File: config.mk
export PLATFORM = sky130hd
export DESIGN_NAME = oam_core
export DESIGN_NICKNAME = d
export VERILOG_FILES = /design/src/shared/oam_pkg.sv /design/src/oam_core.sv /design/src/oam_decode.sv
export VERILOG_INCLUDE_DIRS = /design/src /design/src/shared
export SDC_FILE = /design/constraint.sdc
export NUM_CORES = 1
export LEC_CHECK = 0
export BUFFER_PORTS_ARGS = -buffer_cell sky130_fd_sc_hd__buf_2
export CAP_MARGIN = 5
export CORE_ASPECT_RATIO = 1.1
export CORE_UTILIZATION = 53
export DETAILED_ROUTE_END_ITERATION = 7
export GPL_ROUTABILITY_DRIVEN = 0
export PLACE_DENSITY = 0.88
export SLEW_MARGIN = 20
export SYNTH_ARGS = -nofsm -noshare
export SYNTH_HDL_FRONTEND = slang
export SYNTH_SLANG_ARGS = --single-unit
export TNS_END_PERCENT = 1
File: constraint.sdc
create_clock -name i_clk_sys -period 3.4 [get_ports i_clk_sys]
set_input_delay 0.68 -clock i_clk_sys [delete_from_list [all_inputs] [get_ports i_clk_sys]]
set_output_delay 0.68 -clock i_clk_sys [all_outputs]
set_load 0.005 [all_outputs]
File: src/shared/oam_consts.svh
`ifndef OAM_CONSTS_SVH
`define OAM_CONSTS_SVH

// Instruction lengths in bytes
`define OAM_LEN_THREE      2'h3
`define OAM_LEN_TWO        2'h2
// Interrupt entry latency in core cycles
`define OAM_IRQ_CYCLES     5'h0D
// Program flash page size is 256 bytes: crossing toggles PC bit 8
`define OAM_PAGE_BIT       8
// Reset values and interrupt vector
`define OAM_RST_BYTE       8'h00
`define OAM_RST_PC         16'h0000
`define OAM_VECTOR_BASE    16'h0000

`endif

File: src/shared/oam_pkg.sv
package oam_pkg;

  // Addressing modes handled by this block
  typedef enum logic [2:0]
  {
    OAM_MODE_NONE,
    OAM_MODE_DST_DIR_IMM,
    OAM_MODE_DST_IDX_IMM,
    OAM_MODE_MEM_MEM,
    OAM_MODE_SRC_IND_INC,
    OAM_MODE_DST_IND_INC
  } oam_mode_t;

  // Operation applied to the two sources
  typedef enum logic [2:0]
  {
    OAM_OP_COPY,
    OAM_OP_ADD,
    OAM_OP_SUB,
    OAM_OP_AND,
    OAM_OP_OR,
    OAM_OP_XOR
  } oam_op_t;

  // Decoded instruction carried from decoder to sequencer
  typedef struct packed
  {
    logic      valid;
    oam_mode_t mode;
    oam_op_t   op;
    logic      reg_space;
    logic [1:0] length;
  } oam_dec_t;

  // One data-space access request
  typedef struct packed
  {
    logic       req;
    logic       wr;
    logic       reg_space;
    logic [7:0] addr;
    logic [7:0] wdata;
  } oam_mem_t;

endpackage : oam_pkg

File: src/oam_core.sv
`timescale 1ns/100ps
`include "oam_consts.svh"

// What this block does
// - Direct-immediate mode: operand one is result address, operand two the value.
// - Arithmetic there reads second source at operand one; three bytes long.
// - Indexed-immediate mode: result address is operand one plus index register.
// - Arithmetic there reads second source at indexed address; three bytes long.
// - Memory copy: RAM at operand two copied to RAM at operand one.
// - Memory copy form only for copy op; three bytes long.
// - Indirect source post-increment writes its result to the accumulator.
// - Read pointer, load pointed byte into accumulator, then increment pointer.
// - Indirect destination: read pointer, store at it, then increment pointer.
// - Indirect destination stores the accumulator.
// - Both indirect forms only for the indirect move; two bytes long.
// - Interrupt entry spends 13 cycles before executing at the vector.
// - One extra cycle when instruction bytes cross a 256-byte flash page.
// - Index register is eight bits and offsets every indexed mode.
module oam_core
  import oam_pkg::*;
(
  // Clock and reset
  input  wire logic        i_clk_sys,
  input  wire logic        i_reset,
  // Program flash fetch
  output logic [15:0]      o_pc,
  input  wire logic [7:0]  i_flash_data,
  // Data RAM and register space
  output oam_mem_t         o_mem,
  input  wire logic [7:0]  i_mem_rdata,
  // Core register values
  input  wire logic [7:0]  i_index,
  input  wire logic [7:0]  i_acc,
  output logic [7:0]       o_acc,
  output logic             o_acc_we,
  // Interrupt and status
  input  wire logic        i_irq,
  output logic             o_irq_ack,
  output logic             o_busy,
  output logic             o_illegal
);

  typedef enum logic [3:0]
  {
    ST_FETCH,
    ST_OPND1,
    ST_OPND2,
    ST_PAGE,
    ST_RD1,
    ST_RD2,
    ST_WR,
    ST_PTRINC,
    ST_IRQ
  } oam_state_t;

  oam_state_t state_r, state_nxt;
  oam_dec_t   dec;
  oam_dec_t   dec_r, dec_nxt;
  logic [7:0] opc_r, opc_nxt;
  logic [7:0] op1_r, op1_nxt;
  logic [7:0] op2_r, op2_nxt;
  logic [7:0] ptr_r, ptr_nxt;
  logic [7:0] val_r, val_nxt;
  logic [15:0] pc_r, pc_nxt;
  logic [4:0] cnt_r, cnt_nxt;
  logic       cross_r, cross_nxt;
  oam_mem_t   mem_r, mem_nxt;
  logic [7:0] acc_r, acc_nxt;
  logic       acc_we_r, acc_we_nxt;
  logic       ack_r, ack_nxt;
  logic       ill_r, ill_nxt;
  logic       busy_r, busy_nxt;
  logic [7:0] idx_addr;
  logic [7:0] dst_addr;
  logic [7:0] alu;
  logic [15:0] pc_inc;

  // Opcode decoder
  oam_decode u_decode
  (
    .i_opcode (opc_r),
    .o_dec    (dec)
  );

  // Eight-bit index offset, carry dropped
  assign idx_addr = 8'(op1_r + i_index);
  assign dst_addr = (dec_r.mode == OAM_MODE_DST_IDX_IMM) ? idx_addr : op1_r;
  assign pc_inc   = pc_r + 16'h0001;

  // Result of the operation on the immediate and the stored value
  always_comb
  begin
    case (dec_r.op)
      OAM_OP_ADD: alu = 8'(i_mem_rdata + op2_r);
      OAM_OP_SUB: alu = 8'(i_mem_rdata - op2_r);
      OAM_OP_AND: alu = i_mem_rdata & op2_r;
      OAM_OP_OR:  alu = i_mem_rdata | op2_r;
      OAM_OP_XOR: alu = i_mem_rdata ^ op2_r;
      default:    alu = op2_r;
    endcase
  end

  // Sequencer next state
  always_comb
  begin
    state_nxt  = state_r;
    dec_nxt    = dec_r;
    opc_nxt    = opc_r;
    op1_nxt    = op1_r;
    op2_nxt    = op2_r;
    ptr_nxt    = ptr_r;
    val_nxt    = val_r;
    pc_nxt     = pc_r;
    cnt_nxt    = cnt_r;
    cross_nxt  = cross_r;
    mem_nxt    = '0;
    acc_nxt    = acc_r;
    acc_we_nxt = 1'b0;
    ack_nxt    = 1'b0;
    ill_nxt    = 1'b0;
    case (state_r)
      ST_FETCH:
      begin
        if (i_irq)
        begin
          ack_nxt   = 1'b1;
          cnt_nxt   = 5'(`OAM_IRQ_CYCLES - 5'h01);
          state_nxt = ST_IRQ;
        end
        else
        begin
          opc_nxt   = i_flash_data;
          pc_nxt    = pc_inc;
          cross_nxt = pc_inc[`OAM_PAGE_BIT] != pc_r[`OAM_PAGE_BIT];
          state_nxt = ST_OPND1;
        end
      end
      ST_OPND1:
      begin
        dec_nxt = dec;
        op1_nxt = i_flash_data;
        pc_nxt  = pc_inc;
        if (pc_inc[`OAM_PAGE_BIT] != pc_r[`OAM_PAGE_BIT])
          cross_nxt = 1'b1;
        if (!dec.valid)
        begin
          ill_nxt   = 1'b1;
          state_nxt = ST_FETCH;
        end
        else if (dec.length == `OAM_LEN_THREE)
          state_nxt = ST_OPND2;
        else
          state_nxt = cross_r ? ST_PAGE : ST_RD1;
      end
      ST_OPND2:
      begin
        op2_nxt = i_flash_data;
        pc_nxt  = pc_inc;
        state_nxt = cross_r ? ST_PAGE : ST_RD1;
      end
      ST_PAGE:
        state_nxt = ST_RD1;
      ST_RD1:
      begin
        cross_nxt = 1'b0;
        mem_nxt.req = 1'b1;
        case (dec_r.mode)
          OAM_MODE_MEM_MEM:
            mem_nxt.addr = op2_r;
          OAM_MODE_SRC_IND_INC, OAM_MODE_DST_IND_INC:
            mem_nxt.addr = op1_r;
          default:
          begin
            mem_nxt.addr      = dst_addr;
            mem_nxt.reg_space = dec_r.reg_space;
          end
        endcase
        state_nxt = ST_RD2;
      end
      ST_RD2:
      begin
        case (dec_r.mode)
          OAM_MODE_SRC_IND_INC:
          begin
            ptr_nxt      = i_mem_rdata;
            mem_nxt.req  = 1'b1;
            mem_nxt.addr = i_mem_rdata;
            state_nxt    = ST_WR;
          end
          OAM_MODE_DST_IND_INC:
          begin
            ptr_nxt       = i_mem_rdata;
            mem_nxt.req   = 1'b1;
            mem_nxt.wr    = 1'b1;
            mem_nxt.addr  = i_mem_rdata;
            mem_nxt.wdata = i_acc;
            state_nxt     = ST_PTRINC;
          end
          OAM_MODE_MEM_MEM:
          begin
            val_nxt   = i_mem_rdata;
            state_nxt = ST_WR;
          end
          default:
          begin
            val_nxt   = alu;
            state_nxt = ST_WR;
          end
        endcase
      end
      ST_WR:
      begin
        if (dec_r.mode == OAM_MODE_SRC_IND_INC)
        begin
          acc_nxt    = i_mem_rdata;
          acc_we_nxt = 1'b1;
          state_nxt  = ST_PTRINC;
        end
        else
        begin
          mem_nxt.req       = 1'b1;
          mem_nxt.wr        = 1'b1;
          mem_nxt.addr      = (dec_r.mode == OAM_MODE_MEM_MEM) ? op1_r : dst_addr;
          mem_nxt.reg_space = (dec_r.mode == OAM_MODE_MEM_MEM) ? 1'b0 : dec_r.reg_space;
          mem_nxt.wdata     = val_r;
          state_nxt         = ST_FETCH;
        end
      end
      ST_PTRINC:
      begin
        mem_nxt.req   = 1'b1;
        mem_nxt.wr    = 1'b1;
        mem_nxt.addr  = op1_r;
        mem_nxt.wdata = 8'(ptr_r + 8'h01);
        state_nxt     = ST_FETCH;
      end
      ST_IRQ:
      begin
        if (cnt_r == 5'h01)
        begin
          pc_nxt    = `OAM_VECTOR_BASE;
          state_nxt = ST_FETCH;
        end
        cnt_nxt = 5'(cnt_r - 5'h01);
      end
      default:
        state_nxt = ST_FETCH;
    endcase
    busy_nxt = (state_nxt != ST_FETCH);
  end

  // Sequencer registers
  always_ff @(posedge i_clk_sys or posedge i_reset)
  begin
    if (i_reset)
    begin
      state_r  <= ST_FETCH;
      dec_r    <= '0;
      opc_r    <= `OAM_RST_BYTE;
      op1_r    <= `OAM_RST_BYTE;
      op2_r    <= `OAM_RST_BYTE;
      ptr_r    <= `OAM_RST_BYTE;
      val_r    <= `OAM_RST_BYTE;
      pc_r     <= `OAM_RST_PC;
      cnt_r    <= 5'h00;
      cross_r  <= 1'b0;
      mem_r    <= '0;
      acc_r    <= `OAM_RST_BYTE;
      acc_we_r <= 1'b0;
      ack_r    <= 1'b0;
      ill_r    <= 1'b0;
      busy_r   <= 1'b0;
    end
    else
    begin
      state_r  <= state_nxt;
      dec_r    <= dec_nxt;
      opc_r    <= opc_nxt;
      op1_r    <= op1_nxt;
      op2_r    <= op2_nxt;
      ptr_r    <= ptr_nxt;
      val_r    <= val_nxt;
      pc_r     <= pc_nxt;
      cnt_r    <= cnt_nxt;
      cross_r  <= cross_nxt;
      mem_r    <= mem_nxt;
      acc_r    <= acc_nxt;
      acc_we_r <= acc_we_nxt;
      ack_r    <= ack_nxt;
      ill_r    <= ill_nxt;
      busy_r   <= busy_nxt;
    end
  end

  // Outputs straight from flops
  assign o_pc      = pc_r;
  assign o_mem     = mem_r;
  assign o_acc     = acc_r;
  assign o_acc_we  = acc_we_r;
  assign o_irq_ack = ack_r;
  assign o_busy    = busy_r;
  assign o_illegal = ill_r;

endmodule : oam_core

File: src/oam_decode.sv
`timescale 1ns/100ps
`include "oam_consts.svh"

// Opcode to addressing-mode decoder
module oam_decode
  import oam_pkg::*;
(
  // Opcode in
  input  wire logic [7:0] i_opcode,
  // Decoded result
  output oam_dec_t        o_dec
);

  // Table of the opcodes using the five modes
  always_comb
  begin
    o_dec = '{valid: 1'b1, mode: OAM_MODE_DST_DIR_IMM, op: OAM_OP_ADD,
              reg_space: 1'b0, length: `OAM_LEN_THREE};
    case (i_opcode)
      8'h06: o_dec.op = OAM_OP_ADD;
      8'h07: o_dec.mode = OAM_MODE_DST_IDX_IMM;
      8'h16: o_dec.op = OAM_OP_SUB;
      8'h17:
      begin
        o_dec.op   = OAM_OP_SUB;
        o_dec.mode = OAM_MODE_DST_IDX_IMM;
      end
      8'h26: o_dec.op = OAM_OP_AND;
      8'h27:
      begin
        o_dec.op   = OAM_OP_AND;
        o_dec.mode = OAM_MODE_DST_IDX_IMM;
      end
      8'h2E: o_dec.op = OAM_OP_OR;
      8'h2F:
      begin
        o_dec.op   = OAM_OP_OR;
        o_dec.mode = OAM_MODE_DST_IDX_IMM;
      end
      8'h36: o_dec.op = OAM_OP_XOR;
      8'h37:
      begin
        o_dec.op   = OAM_OP_XOR;
        o_dec.mode = OAM_MODE_DST_IDX_IMM;
      end
      8'h50: o_dec.op = OAM_OP_COPY;
      8'h51:
      begin
        o_dec.op   = OAM_OP_COPY;
        o_dec.mode = OAM_MODE_DST_IDX_IMM;
      end
      8'h62:
      begin
        o_dec.op        = OAM_OP_COPY;
        o_dec.reg_space = 1'b1;
      end
      8'h63:
      begin
        o_dec.op        = OAM_OP_COPY;
        o_dec.reg_space = 1'b1;
        o_dec.mode      = OAM_MODE_DST_IDX_IMM;
      end
      // Memory-to-memory form exists only for the copy op
      8'h5F:
      begin
        o_dec.op   = OAM_OP_COPY;
        o_dec.mode = OAM_MODE_MEM_MEM;
      end
      // Indirect post-increment forms exist only for the indirect move
      8'h3E:
      begin
        o_dec.op     = OAM_OP_COPY;
        o_dec.mode   = OAM_MODE_SRC_IND_INC;
        o_dec.length = `OAM_LEN_TWO;
      end
      8'h3F:
      begin
        o_dec.op     = OAM_OP_COPY;
        o_dec.mode   = OAM_MODE_DST_IND_INC;
        o_dec.length = `OAM_LEN_TWO;
      end
      default:
      begin
        o_dec.valid  = 1'b0;
        o_dec.mode   = OAM_MODE_NONE;
        o_dec.length = `OAM_LEN_TWO;
      end
    endcase
  end

endmodule : oam_decode

== After elaboration in Yosys (flattened, before gate mapping) ==
Index checks and enable logic that the tools add are counted.

* Equality and inequality tests: 41
* Bitwise gates (word level): 5
* Add/subtract/negate cells: 6
* Muxes and demuxes: 44
* Reductions and logical operators: 26

{| class="wikitable"
|+ Operators by type and width
! kind !! count
|-
| $eq 8x6->1 const B || 8
|-
| $pmux 16 s3 || 1
|-
| $eq 8x7->1 const B || 5
|-
| $pmux 8 s5 || 1
|-
| $mux 16 || 2
|-
| $mux 8 || 4
|-
| $pmux 4 s8 || 1
|-
| $pmux 8 s2 || 2
|-
| $pmux 8 s4 || 1
|-
| $pmux 3 s5 || 2
|-
| $pmux 8 s3 || 1
|-
| $reduce_or 7->1 || 3
|-
| $mux 19 || 1
|-
| $reduce_or 17->1 || 1
|-
| $add 16x1->16 const B || 1
|-
| $add 8x8->8 || 2
|-
| $eq 4x3->1 const B || 4
|-
| $eq 8x3->1 const B || 2
|-
| $eq 8x5->1 const B || 2
|-
| $mux 1 || 16
|-
| $reduce_or 2->1 || 8
|-
| $reduce_or 15->1 || 1
|-
| $eq 3x2->1 const B || 4
|-
| $eq 3x3->1 const B || 4
|-
| 28 further kinds || 45
|}

* Word-level logic and storage cells: 144
* Flip-flop bits (word level): 104
* Input bits: 35

== Depth between registers and ports, before layout ==
* Word-level depth: 8
* Gate-level depth with buffers: 11
* Mapped depth without buffers: 11

== Hierarchy ==
From an unflattened synthesis, not the netlist that was laid out.

* Cell total of the unflattened synthesis: 721
* Area total of the unflattened synthesis: 6461.2 µm²

{| class="wikitable"
|+ By module, submodules not included
! module !! times used !! area an instance (µm²) !! cells an instance
|-
| oam_core || 1 || 6183.4 || 678
|-
| oam_decode || 1 || 277.8 || 43
|}

== Least setup slack after synthesis ==
Ideal clock, no wire load.

* Path kind: register to register
* Start point: register dec_r[4] (netlist name)
* End point: register val_r[5]
* Path buffers: 1
* Setup slack: 0.698 ns
* Library setup time: 0.127 ns
* Period minus slack after synthesis: 2.702 ns
* Data arrival time: 2.575 ns
* Stages on the path, launching flop included: 12
* Cells stage by stage: dfrtp_1 > clkbuf_1 > nor3b_2 > mux2_2 > inv_1 > ha_1 > nor2b_1 > o21ai_0 > a31oi_1 > or3_1 > a311oi_1 > o31ai_1

* Longest elaborated chain between the ends: 3
* Elaborated cells on any way between the ends: 7

{| class="wikitable"
|+ Ends and longest elaborated chain
! what !! RTL line !! RTL
|-
| start, declared || oam_core.sv:58 || <nowiki>oam_dec_t dec_r, dec_nxt;</nowiki>
|-
| start signal, assigned || oam_core.sv:277 || <nowiki>dec_r <= dec_nxt;</nowiki>
|-
| $eq 3x3->1, or another cell as far along || oam_core.sv:93 || <nowiki>case (dec_r.op)</nowiki>
|-
| $pmux 8 s5 (*) || oam_core.sv:93 ||
|-
| $pmux 8 s2 (*) || oam_core.sv:182 || <nowiki>case (dec_r.mode)</nowiki>
|-
| end signal, assigned || oam_core.sv:263 || <nowiki>val_r <= `OAM_RST_BYTE;</nowiki>
|-
| end signal, assigned || oam_core.sv:282 || <nowiki>val_r <= val_nxt;</nowiki>
|-
| end, declared || oam_core.sv:63 || <nowiki>logic [7:0] val_r, val_nxt;</nowiki>
|}

Every way passes the cells marked *; elsewhere a longest branch is shown, timed or not.
A chain may end at the register's enable or synchronous reset.

== Worst setup path in the final report ==
* Start point: register dec_r[3] (netlist name)
* End point: register val_r[5]

Same word-level chain as after synthesis.

==> impl_metrics.ini <==
[power_and_ir_drop]
peakVddDrop_mv = 0.323
total_power_w = 0.00502
p_sw_w = 0.00211
clkPwrFrac_pct = 19.8
pwr-share-comb_pct = 40.9
switching_share_pct = 42.0
seqPwrFrac_pct = 39.3
power_density_nw_per_um2 = 695
p_int_w = 0.00291
leakage_nw = 3.46

[clock_network]
clock-sinks = 104
clkLatencyLatePin_ns = 0.35
root_buffer = clkbuf_16
ctsHoldBuffers = 0
cts_tree = yes
clock_path_buffers = 2
clkTransAtPathRegs_ns = 0.07
cts_setup_buffers = 0
cts_resized = 0
h-tree-depth = 3
cts_buffers = 9

[yosys]
ys_ff_latch = 104
ys_warn_count = 0
synth_top_flop_cell = dfrtp_1
seq_area_frac_synth_pct = 40.2
yosysUniqueCellTypes = 75
synthCells = 703
syn_area_per_cell_sq_um = 9.21
synth-edff-count = 0
synth.net_count = 775
synth_async_sr_flop_share_pct = 100
netlist_area_sq_um = 6470

[sta]
fmax_mhz = 344
finClkSkew_ns = 0.00746
setup_tns_ns = 0
setup_viol = 0
finalMaxSlewViolations = 0
min_period_ns = 2.91
worstMarginPinSlew_ns = 0.890
grt_setup_unrepaired = no
hold_violations = 0
min_period_over_period_pct = 85.5
fin_hold_ws_ns = 0.471
relSlewSlack_pct = 40.4

[final_layout]
syn_to_final_growth_pct = 11.6
drive_gt1_share_pct = 19.2
nFillCells = 955
multi_input_area_sq_um = 3550
final_cell_mix = 104 x nand2_1, 104 x dfrtp_1, 81 x buf_2
design_area_sq_um = 7220
fin_util_pct = 61.8
nets = 836
diodes = 0
seq_area_sq_um = 2600

[routing]
dr_wl_met3_mm = 1.16
route.layer.met1.wl_mm = 6.87
dr.pass1.iters = 7
wl_met2_mm = 7.57
routed_via_density = 6.08
detail-route-antenna-nets = 0
wirelength_mm = 16.1
wl_per_cell_um = 17.5
drtIter0Drc = 527
drc = 0
routed.top_layer = met4
vias = 5590

[critical_path]
crit_path_start_kind = flip-flop
required_ns = 3.62
crit_fanout = 7
cp-end-kind = flip-flop
critPathKind = flip-flop to flip-flop
arrival_ns = 3.13

[die]
fp.dieH_um = 118
die_w_um = 107
fp.coreArea_sq_um = 11700
pin_count = 82
initial_core_util_pct = 55.4
num_rows = 41
dieArea_sq_um = 12700

[status]
outcome = finished, final reports clean

[grt]
grt.overflow.total = 0
grt_pass1_wl_mm = 26.4
grt_max_degree = 105
grt_pass1_vias = 5323
antenna_found_initial = 0
grt_use_total_pct = 26.4

[worst_hold_path]
hold_class = input pin to asynchronous set/reset pin

[place]
io_buffers = 81
dpl.hpwl_mm = 11.5
dpl_cell_area_sq_um = 6940

[run]
cap_violations = 0
registers in the layout (all words and copies together), names as in the netlist:
register   count
o_mem         19
o_pc          16
o_acc          8
op1_r          8
op2_r          8
opc_r          8
ptr_r          8
val_r          8
dec_r          7
cnt_r          5
state_r        4
cross_r        1
o_acc_we       1
o_busy         1
o_illegal      1
o_irq_ack      1
worst max-delay path, cell delays in order (launching register included):
cell      delay, ns
dfrtp_1        0.40
nor3b_2        0.43
mux2_2         0.42
inv_1          0.06
ha_1           0.22
nor2b_1        0.13
o21ai_0        0.26
a31oi_1        0.17
or3_1          0.32
a311oi_1       0.30
o31ai_1        0.09
area by class of cell:
type                       instances  share of cell area [%]
multi-input combinational        527                    49.2
sequential                       104                    36.0
timing repair buffer              88                    6.51
clock buffer                       9                    3.12
tap                              150                    2.60
inverter                          34                    1.82
clock inverter                     7                   0.762
synthesized netlist by cell type (16+ instances only):
cell type,instances,share of area [%]
nand3_1,20,1.5
o21ai_0,62,4.8
xnor2_1,20,2.7
mux2_2,17,3.0
dfrtp_1,104,40
xor2_1,18,2.4
a21oi_1,21,1.6
inv_1,33,1.9
ha_1,35,6.8
nand2_1,104,6.0
nor2_1,49,2.8
clkbuf_1,16,0.93
per-stage QoR:
step	instances	worst slack, ns
floorplan	703	0.698
global placement	903	0.659
detailed placement	903	0.562
CTS	919	0.533
global route	919	0.314
finish	919	0.494
cell families (layout without fill, tap and decap cells):
kind of cell               after synthesis  count (layout)  share of synthesized area [%]
AOI/OAI and AO/OA                      173             173                           17.6
xor gates and xnor gates                38              38                           5.14
adders and majority gates               37              37                           7.38
buffers and inverters                   72             138                           4.97
DFF                                    104             104                           40.2
muxes                                   26              26                           4.35
and+or+nand+nor                        253             253                           20.4
final timing paths:
path / end / cells past startpoint / slack (ns) / from
min in group i_clk_sys: val_r[0]$_DFFE_PP0P_ / 2 / 0.48 / val_r[0]$_DFFE_PP0P_
worst min-delay path: o_acc[3]$_DFFE_PP0P_ / 3 / 0.47 / i_reset
worst max-delay path: val_r[5]$_DFFE_PP0P_ / 10 / 0.49 / dec_r[3]$_DFFE_PP0P_
worst max register to register: val_r[5]$_DFFE_PP0P_ / 10 / 0.49 / dec_r[3]$_DFFE_PP0P_
max in group asynchronous: o_illegal$_DFF_PP0_ / 3 / 2.50 / i_reset
worst min register to register: val_r[0]$_DFFE_PP0P_ / 2 / 0.48 / val_r[0]$_DFFE_PP0P_
power groups by stage:
stage / Sequential [W] / Combinational [W] / Clock, W
4_1_cts: 0.00196 / 0.00203 / 0.00101
6_report: 0.00197 / 0.00205 / 0.000995
3_3_place_gp: 0.00196 / 0.00192 / 0
3_5_place_dp: 0.00198 / 0.00200 / 0
2_1_floorplan: 0.00175 / 0.00171 / 0
5_1_grt: 0.00202 / 0.00230 / 0.00107
routing by layer:
layer  track usage (%)  up-vias
met3              4.49       46
met2              40.7      263
met5                 0        -
li1                  -     2617
met1              36.7     2664
met4              11.0        0
Note: power is estimated with default switching activity, not from simulation.
